$ cat config.mk
export PLATFORM = sky130hd
export DESIGN_NAME = core_memory_cycle_control
export DESIGN_NICKNAME = d
export VERILOG_FILES = /design/src/shared/core_mem_pkg.sv /design/src/shared/bank_if.sv /design/src/verilog/bank_sense_data.sv /design/src/verilog/core_memory_cycle_control.sv
export VERILOG_INCLUDE_DIRS = /design/src /design/src/shared
export SDC_FILE = /design/constraint.sdc
export NUM_CORES = 1
export LEC_CHECK = 0
export BUFFER_PORTS_ARGS = -buffer_cell sky130_fd_sc_hd__clkbuf_2
export CAP_MARGIN = 25
export CORE_ASPECT_RATIO = 1.25
export CORE_MARGIN = 5
export CORE_UTILIZATION = 45
export DETAILED_ROUTE_END_ITERATION = 16
export PLACE_DENSITY = 0.73
export RECOVER_POWER = 50
export SLEW_MARGIN = 20
export SYNTH_ARGS = -nofsm -noshare
export SYNTH_HDL_FRONTEND = slang
export SYNTH_SLANG_ARGS = --single-unit
$ cat constraint.sdc
create_clock -name clk -period 1.91 [get_ports clk]
set_input_delay 0.2865 -clock clk [delete_from_list [all_inputs] [get_ports clk]]
set_output_delay 0.2865 -clock clk [all_outputs]
set_load 0.05 [all_outputs]
$ cat src/shared/core_mem_consts.svh
// constants for the core-memory cycle control block
`ifndef CORE_MEM_CONSTS_SVH
`define CORE_MEM_CONSTS_SVH

`define WORD_BITS      18
`define ADDR_BITS      16
`define BANK_COUNT     2
`define STACK_COUNT    4
`define TAP_BITS       5

// address fields
`define BANK_HI        15
`define BANK_LO        14
`define STACK_HI       13
`define STACK_LO       12
`define XLINE_HI       11
`define XLINE_LO       6
`define YLINE_HI       5
`define YLINE_LO       0

// delay line timing
`define CLK_PERIOD_NS  50
`define DLY_LINE_NS    1000
`define DLY_LINE_CYC   (`DLY_LINE_NS / `CLK_PERIOD_NS)
`define HALF_CYC       (`DLY_LINE_CYC / 2)

// read half taps, counted from the leading edge of start
`define TAP_RD_ADDR_BEG  5'h00
`define TAP_RD_ADDR_END  5'h05
`define TAP_RD_EN_BEG    5'h01
`define TAP_RD_EN_END    5'h04
`define TAP_RD_RW_BEG    5'h01
`define TAP_RD_RW_END    5'h05
`define TAP_STROBE       5'h03

// write half taps, counted from the trailing edge of start
`define TAP_CLEAR        5'h00
`define TAP_LOAD         5'h01
`define TAP_ARM          5'h02
`define TAP_WR_BEG       5'h03
`define TAP_WR_END       5'h07

`endif

$ cat src/shared/core_mem_pkg.sv
// types for the core-memory cycle control block
package core_mem_pkg;

  typedef enum logic [3:0]
  {
    PH_IDLE  = 4'h1,
    PH_READ  = 4'h2,
    PH_HOLD  = 4'h4,
    PH_WRITE = 4'h8
  } phase_t;

endpackage

$ cat src/shared/bank_if.sv
// connection between the cycle sequencer and one bank's sense-inhibit logic
`timescale 1ns/10ps
`include "core_mem_consts.svh"

interface bank_if
#(
  parameter int WIDTH = `WORD_BITS
)
();
  logic             strobe;
  logic             clear;
  logic             load;
  logic             armN;
  logic             inhEn;
  logic [WIDTH-1:0] sense;
  logic [WIDTH-1:0] loadData;
  logic [WIDTH-1:0] overCurrent;
  logic [WIDTH-1:0] senseData;
  logic [WIDTH-1:0] inhibitDrive;

  modport ctrl
  (
    output strobe, clear, load, armN, inhEn, sense, loadData, overCurrent,
    input  senseData, inhibitDrive
  );

  modport bank
  (
    input  strobe, clear, load, armN, inhEn, sense, loadData, overCurrent,
    output senseData, inhibitDrive
  );
endinterface

$ cat src/verilog/bank_sense_data.sv
// sense data register and inhibit latches of one memory bank
`timescale 1ns/10ps
`include "core_mem_consts.svh"

module bank_sense_data
#(
  parameter int WIDTH = `WORD_BITS
)
(
  input wire logic clk,
  input wire logic rst_n,
  bank_if.bank     bus
);

  logic [WIDTH-1:0] senseData_reg;
  logic [WIDTH-1:0] senseData_next;
  logic [WIDTH-1:0] armLatch_reg;
  logic [WIDTH-1:0] armLatch_next;
  logic [WIDTH-1:0] drive_reg;
  logic [WIDTH-1:0] drive_next;
  logic [WIDTH-1:0] armLow;
  logic [WIDTH-1:0] armHigh;
  logic [WIDTH-1:0] inhGate;

  // ----------------------------------------
  // sense register
  // ----------------------------------------
  assign senseData_next = bus.clear  ? '0 :
                          bus.load   ? bus.loadData :
                          bus.strobe ? (senseData_reg | bus.sense) :
                          senseData_reg;

  // ----------------------------------------
  // inhibit latch and drive
  // ----------------------------------------
  assign armLow  = {WIDTH{~bus.armN}};
  assign armHigh = {WIDTH{bus.armN}};
  assign inhGate = {WIDTH{bus.inhEn}};

  // overcurrent drops the latch and the drive at once
  assign armLatch_next = bus.clear ? '0 : ((armLatch_reg | armLow) & ~bus.overCurrent);
  assign drive_next    = armLatch_reg & ~bus.overCurrent & armHigh
                         & inhGate & ~senseData_reg;

  always_ff @(posedge clk or negedge rst_n)
  begin
    if (!rst_n)
    begin
      senseData_reg <= '0;
      armLatch_reg  <= '0;
      drive_reg     <= '0;
    end
    else
    begin
      senseData_reg <= senseData_next;
      armLatch_reg  <= armLatch_next;
      drive_reg     <= drive_next;
    end
  end

  assign bus.senseData    = senseData_reg;
  assign bus.inhibitDrive = drive_reg;

endmodule

$ cat src/verilog/core_memory_cycle_control.sv
// cycle sequencing, address decode and data path for the main core-memory banks
`timescale 1ns/10ps
`include "core_mem_consts.svh"

// Summary of operation
// - strobe with switched core sets that bit of the bank sense register
// - low arming pulse sets inhibit latch; drive only after arm returns high
// - overcurrent resets the inhibit latch and stops inhibit drive at once
// - in write half, inhibit every bit whose sense register bit is zero
// - each cycle is a read half followed by a write half
// - read: word goes to processor data, then rewritten in write half
// - write: read word discarded, new word from processor data stored
// - all control signals decoded from taps of a one microsecond line
// - start rising begins read half, start falling begins write half
// - read pulses need address enable, read enable, rw enable and bank hit
// - strobe enable gated by bank selection into bank 0 or bank 1
// - bank sense registers are ORed before going to processor data
// - address bits split into bank, stack, X line and Y line
// - write half clears the bank sense register, then loads it
module core_memory_cycle_control
#(
  parameter int WIDTH = `WORD_BITS,
  parameter int BANKS = `BANK_COUNT
)
(
  input  wire logic                         clk,
  input  wire logic                         rst_n,
  input  wire logic                         memStart,
  input  wire logic [`ADDR_BITS-1:0]        address,
  input  wire logic [WIDTH-1:0]             procData,
  input  wire logic [BANKS-1:0][WIDTH-1:0]  senseIn,
  input  wire logic [BANKS-1:0][WIDTH-1:0]  overCurrent,
  output      logic [BANKS-1:0][WIDTH-1:0]  inhibitDrive,
  output      logic [WIDTH-1:0]             memData,
  output      logic [BANKS-1:0]             bankSel,
  output      logic [`STACK_COUNT-1:0]      stackSel,
  output      logic [5:0]                   xLine,
  output      logic [5:0]                   yLine,
  output      logic                         readPulse,
  output      logic                         writePulse,
  output      logic                         busy
);

  localparam logic [`TAP_BITS-1:0] HALF_LAST = `TAP_BITS'(`HALF_CYC - 1);

  // ----------------------------------------
  // state and registers
  // ----------------------------------------
  core_mem_pkg::phase_t     phase_reg;
  core_mem_pkg::phase_t     phase_next;
  logic [`TAP_BITS-1:0]     tap_reg;
  logic [`TAP_BITS-1:0]     tap_next;
  logic                     startPrev_reg;
  logic [`ADDR_BITS-1:0]    addr_reg;
  logic [`ADDR_BITS-1:0]    addr_next;
  logic [BANKS-1:0]         bankSel_reg;
  logic [BANKS-1:0]         bankSel_next;
  logic [`STACK_COUNT-1:0]  stackSel_reg;
  logic [`STACK_COUNT-1:0]  stackSel_next;
  logic [WIDTH-1:0]         memData_reg;
  logic [WIDTH-1:0]         memData_next;
  logic                     readPulse_reg;
  logic                     writePulse_reg;
  logic                     busy_reg;
  logic                     busy_next;

  // ----------------------------------------
  // start edges and phase decode
  // ----------------------------------------
  logic startRise;
  logic inIdle;
  logic inRead;
  logic inWrite;
  logic tapLast;

  assign startRise = memStart & ~startPrev_reg;
  assign inIdle    = (phase_reg == core_mem_pkg::PH_IDLE);
  assign inRead    = (phase_reg == core_mem_pkg::PH_READ);
  assign inWrite   = (phase_reg == core_mem_pkg::PH_WRITE);
  assign tapLast   = (tap_reg == HALF_LAST);

  // busy follows the next phase so it falls with the last write tap
  assign busy_next = (phase_next != core_mem_pkg::PH_IDLE);

  // ----------------------------------------
  // delay line tap decode
  // ----------------------------------------
  logic addrEnRead;
  logic readEn;
  logic rwEnRead;
  logic strobeEn;
  logic clearEn;
  logic loadEn;
  logic armEn;
  logic writeRange;
  logic bankValid;
  logic readPulse_next;
  logic writePulse_next;

  assign addrEnRead = inRead & (tap_reg <= `TAP_RD_ADDR_END);
  assign readEn     = inRead & (tap_reg >= `TAP_RD_EN_BEG)
                      & (tap_reg <= `TAP_RD_EN_END);
  assign rwEnRead   = inRead & (tap_reg >= `TAP_RD_RW_BEG)
                      & (tap_reg <= `TAP_RD_RW_END);
  assign strobeEn   = inRead & (tap_reg == `TAP_STROBE);
  assign clearEn    = inWrite & (tap_reg == `TAP_CLEAR);
  assign loadEn     = inWrite & (tap_reg == `TAP_LOAD);
  assign armEn      = inWrite & (tap_reg == `TAP_ARM);
  assign writeRange = inWrite & (tap_reg >= `TAP_WR_BEG)
                      & (tap_reg <= `TAP_WR_END);

  assign bankValid      = |bankSel_reg;
  assign readPulse_next  = addrEnRead & readEn & rwEnRead & bankValid;
  assign writePulse_next = writeRange & bankValid;

  // ----------------------------------------
  // address capture and decode
  // ----------------------------------------
  logic [`BANK_HI-`BANK_LO:0]   bankIdx;
  logic [`STACK_HI-`STACK_LO:0] stackIdx;
  logic                         capture;

  // a rise seen mid-cycle is dropped, never queued
  assign capture   = inIdle & startRise;
  assign addr_next = capture ? address : addr_reg;
  assign bankIdx   = address[`BANK_HI:`BANK_LO];
  assign stackIdx  = address[`STACK_HI:`STACK_LO];

  // bank codes beyond BANKS leave the select empty, so nothing fires
  always_comb
  begin
    bankSel_next  = bankSel_reg;
    stackSel_next = stackSel_reg;
    if (capture)
    begin
      bankSel_next  = '0;
      stackSel_next = '0;
      for (int b = 0; b < BANKS; b++)
      begin
        if (int'(bankIdx) == b)
        begin
          bankSel_next[b] = 1'b1;
        end
      end
      stackSel_next[stackIdx] = 1'b1;
    end
  end

  // ----------------------------------------
  // cycle sequencer
  // ----------------------------------------
  always_comb
  begin
    phase_next = phase_reg;
    tap_next   = tap_reg;
    unique case (phase_reg)
      core_mem_pkg::PH_IDLE:
      begin
        if (startRise)
        begin
          phase_next = core_mem_pkg::PH_READ;
          tap_next   = '0;
        end
      end
      core_mem_pkg::PH_READ:
      begin
        tap_next = tap_reg + `TAP_BITS'(1);
        if (tapLast)
        begin
          phase_next = core_mem_pkg::PH_HOLD;
          tap_next   = '0;
        end
      end
      core_mem_pkg::PH_HOLD:
      begin
        // the write half waits for start to fall
        if (!memStart)
        begin
          phase_next = core_mem_pkg::PH_WRITE;
          tap_next   = '0;
        end
      end
      core_mem_pkg::PH_WRITE:
      begin
        // the last write tap returns to idle and frees the line
        tap_next = tap_reg + `TAP_BITS'(1);
        if (tapLast)
        begin
          phase_next = core_mem_pkg::PH_IDLE;
          tap_next   = '0;
        end
      end
      default:
      begin
        phase_next = core_mem_pkg::PH_IDLE;
        tap_next   = '0;
      end
    endcase
  end

  // ----------------------------------------
  // bank sense-inhibit logic
  // ----------------------------------------
  bank_if #(.WIDTH(WIDTH)) bankBus [BANKS] ();

  for (genvar b = 0; b < BANKS; b++)
  begin : g_bank
    assign bankBus[b].strobe      = strobeEn & bankSel_reg[b];
    assign bankBus[b].clear       = clearEn & bankSel_reg[b];
    assign bankBus[b].load        = loadEn & bankSel_reg[b];
    assign bankBus[b].armN        = ~(armEn & bankSel_reg[b]);
    assign bankBus[b].inhEn       = writeRange & bankSel_reg[b];
    assign bankBus[b].sense       = senseIn[b];
    assign bankBus[b].loadData    = procData;
    assign bankBus[b].overCurrent = overCurrent[b];
    assign inhibitDrive[b]        = bankBus[b].inhibitDrive;

    bank_sense_data #(.WIDTH(WIDTH)) u_bank_sense_data
    (
      .clk   (clk),
      .rst_n (rst_n),
      .bus   (bankBus[b].bank)
    );
  end

  // ----------------------------------------
  // read data toward processor data register
  // ----------------------------------------
  // the idle bank still adds its last word; the processor owns the transfer
  logic [BANKS-1:0][WIDTH-1:0] bankData;

  for (genvar b = 0; b < BANKS; b++)
  begin : g_data
    assign bankData[b] = bankBus[b].senseData;
  end

  always_comb
  begin
    memData_next = '0;
    for (int b = 0; b < BANKS; b++)
    begin
      memData_next = memData_next | bankData[b];
    end
  end

  // ----------------------------------------
  // registers
  // ----------------------------------------
  always_ff @(posedge clk or negedge rst_n)
  begin
    if (!rst_n)
    begin
      phase_reg     <= core_mem_pkg::PH_IDLE;
      tap_reg       <= '0;
      startPrev_reg <= 1'b0;
      addr_reg      <= '0;
      bankSel_reg   <= '0;
      stackSel_reg  <= '0;
    end
    else
    begin
      phase_reg     <= phase_next;
      tap_reg       <= tap_next;
      startPrev_reg <= memStart;
      addr_reg      <= addr_next;
      bankSel_reg   <= bankSel_next;
      stackSel_reg  <= stackSel_next;
    end
  end

  always_ff @(posedge clk or negedge rst_n)
  begin
    if (!rst_n)
    begin
      memData_reg    <= '0;
      readPulse_reg  <= 1'b0;
      writePulse_reg <= 1'b0;
      busy_reg       <= 1'b0;
    end
    else
    begin
      memData_reg    <= memData_next;
      readPulse_reg  <= readPulse_next;
      writePulse_reg <= writePulse_next;
      busy_reg       <= busy_next;
    end
  end

  // ----------------------------------------
  // outputs
  // ----------------------------------------
  assign memData    = memData_reg;
  assign bankSel    = bankSel_reg;
  assign stackSel   = stackSel_reg;
  assign xLine      = addr_reg[`XLINE_HI:`XLINE_LO];
  assign yLine      = addr_reg[`YLINE_HI:`YLINE_LO];
  assign readPulse  = readPulse_reg;
  assign writePulse = writePulse_reg;
  assign busy       = busy_reg;

endmodule

==> flow_summary.ini <==
[floorplan]
row_count = 49
start_util_pct = 45.5
die_w_um = 117
io_pins = 184
design.die.area_um2 = 17000
core_um2 = 14300
die_y_um = 144

[synthesis]
yosysUniqueCellTypes = 49
synth_area_leaders = dfrtp_1, o211ai_1, nor2_1
synthesis.area_um2 = 6500
yosys.area.top_type = dfrtp_1
synth_fp_nets = 688
yosysWarnings = 0
synth.avg_cell_area_um2 = 11.3
async_flop_share_pct = 100
yosysMostFrequentCell = dfrtp_1
ys_ff_latch = 157
synth_ff_type = dfrtp_1
yosysTopAreaCellShare_pct = 60.1
synth_seq_area_share_pct = 60.5
synth_common_cells = dfrtp_1, nor2_1, nor3_1, o21ai_1, o211ai_1
synth_edf_count = 0
syn_inst = 575

[worst_setup_path]
critPathArrivalTime_ns = 2.35
crit_path_top_delay_cell = or4b_4
crit_path_max_incr_delay_ns = 0.57
worstPathMaxFanout = 9
cp_top_family = simple AND/OR/NAND/NOR gates
cp-end-kind = flip-flop
critPathBufInv = 2
path_cells = or4b_4 -> nor4_4 -> buf_6 -> clkbuf_16 -> o211ai_1 -> a31oi_1
startpoint_type = flip-flop
timing_worst_setup_path_type = reg -> reg
cp_data_required_time_ns = 2.25

[sta]
setup_tns_ns = -1.34
worst_pin_slew_ns = 1.26
fin_skew_ns = 0.00913
rsz0062_at_grt = yes
setup_viol = 33
fmax_ghz = 0.498
fin_crit_ns = 2.01
slew_viol_final = 0
finalHoldViolCount = 0
worst_slack_ns = -0.0987
fin_crit_sh_pct = 105
maxSlewHeadroom_pct = 16.2

[power]
p_sw_uw = 2180
power_per_cell_area_nw_per_um2 = 890
power_leakage_uw = 0.00425
vdd_drop_max_uv = 729
clkPwrFrac_pct = 44.1
p_int_uw = 5840
seqPwrFrac_pct = 43.7
pwr-share-comb_pct = 12.2
p_sw_share_pct = 27.2

[global_routing]
grt_most_used_layer = met2
grt_start_max_net_pins = 50
met1_usage_pct = 27.5
use_met2_pct = 38.3
met3_usage_pct = 6.30
antenna_found_initial = 0
grtUsageTotal_pct = 22.5
overflow = 0
grt_pass1_vias = 5703
grt_pass1_wl_um = 30100

[layout]
layout-drive-gt1-share_pct = 40.3
final_area_um2 = 9010
nFillCells = 1124
num_antenna_cells = 0
nNetsFinal = 901
postLayoutCoreUtil_pct = 63.1
stdcell_count = 978
area_growth_pct = 38.6

[placement]
gp_congestion = 0.840
io_buffer_count = 183
dp.cells = 934
postPlaceCellArea_um2 = 7850
hpwl_um = 14100

[cts]
clock-root-buffer = clkbuf_16
htreeDepth = 4
cts_made_buffers = 17
clkTransAtPathRegs_ns = 0.07
insertion_delay_ns = 0.43
cts_tree = done
cts.sinks = 157
cts_buffer_depth = 2

[route]
antenna_left = 0
dr.pass1.iters = 5
wl_per_cell_um = 20.8
drt_iter0_drc = 507
viasPerCell = 5.74
drt-total-wl_um = 20300
route.vias.total = 5609
drc = 0

[run_status]
status = finished with violations
violations = negative setup slack

[run]
drv_cap = 0

[worst_hold_path]
hold_path_class = in -> reg
path summary, 6_finish.rpt:
check | start | endpoint | slack [ns] | cells past startpoint
max | phase_reg[2] | g_bank[1].u_bank_sense_data.bus.senseData[14] | -0.1 | 6
min | overCurrent[5] | g_bank[0].u_bank_sense_data.bus.inhibitDrive[5] | 0.03 | 2
max reg2reg | phase_reg[2] | g_bank[1].u_bank_sense_data.bus.senseData[14] | -0.1 | 6
min reg2reg | g_bank[0].u_bank_sense_data.bus.senseData[10] | g_bank[0].u_bank_sense_data.bus.inhibitDrive[10] | 0.47 | 1
max in group asynchronous | rst_n | g_bank[0].u_bank_sense_data.bus.inhibitDrive[9] | 0.16 | 3
min in group asynchronous | rst_n | g_bank[1].u_bank_sense_data.armLatch_reg[9] | 0.67 | 2
stage by stage:
stage	power (µW)	hold slack (ns)	setup slack, ns
final	8020	0.0321	-0.0987
after global routing	8280	0.0246	-0.204
after detailed placement	4520	0.267	-0.0415
after global placement	4500	0.259	-0.0306
after floorplan	4110	-0.00909	0.00244
after CTS	8040	0.0162	-0.0420
cell usage in the layout, fill, tap and decap left out, drive strengths merged, types with 2 or more instances in the layout:
master / count
nor2: 68
ha: 4
buf: 41
nand3: 5
clkbuf: 211
nand3b: 2
a31oi: 16
clkinv: 3
o32ai: 2
a22o: 3
nand2: 14
nand2b: 7
inv: 20
nor2b: 2
and3: 2
or2: 15
nor4b: 37
nor3: 41
nand4: 5
dfrtp: 156
clkinvlp: 2
bufinv: 3
xnor2: 2
o21ai: 42
o211ai: 36
a21o: 3
a21oi: 23
and4: 4
mux2: 13
o31ai: 2
or4: 2
timing repair:
action,in CTS,in global routing
buffers inserted,0,5
gates resized for setup,3,55
gates cloned,0,7
hold endpoints to repair,45,0
pin swaps,1,22
endpoints found under the setup margin,8,62
hold buffers,1,0
cell type report:
class	count	area (µm²)	share of cell area, %
Sequential cell	157	3930	43.6
Multi-Input combinational cell	362	2640	29.3
Timing Repair Buffer	233	1530	17.0
Clock buffer	20	457	5.07
Tap cell	178	223	2.47
Clock inverter	11	159	1.76
Inverter	17	63.8	0.708
power groups by stage:
stage / clock network (µW) / registers [µW] / logic [µW]
floorplan: 0 / 3900 / 216
global placement: 0 / 3560 / 945
detailed placement: 0 / 3560 / 959
CTS: 3570 / 3500 / 964
global route: 3720 / 3520 / 1040
finish: 3540 / 3510 / 975
per-layer routing:
layer / share of wire (%) / wire [µm]
met1: 39 / 7920
met2: 50 / 10200
met3: 7.7 / 1570
met4: 2.8 / 575
met5: 0 / 0
cell families (layout without fill, tap and decap cells):
family                   after synthesis  count (layout)  synth area share, %
XOR/XNOR                               2               2                0.270
AO/OA/AOI/OAI                        133             133                 12.8
buffers and inverters                 56             281                 3.83
flip-flops                           157             157                 60.5
adder cells (fa/ha/maj)                4               4                0.770
AND/OR/NAND/NOR                      209             209                 19.5
multiplexers                          14              14                 2.41
No activity file was read; power rests on OpenSTA's default activity.
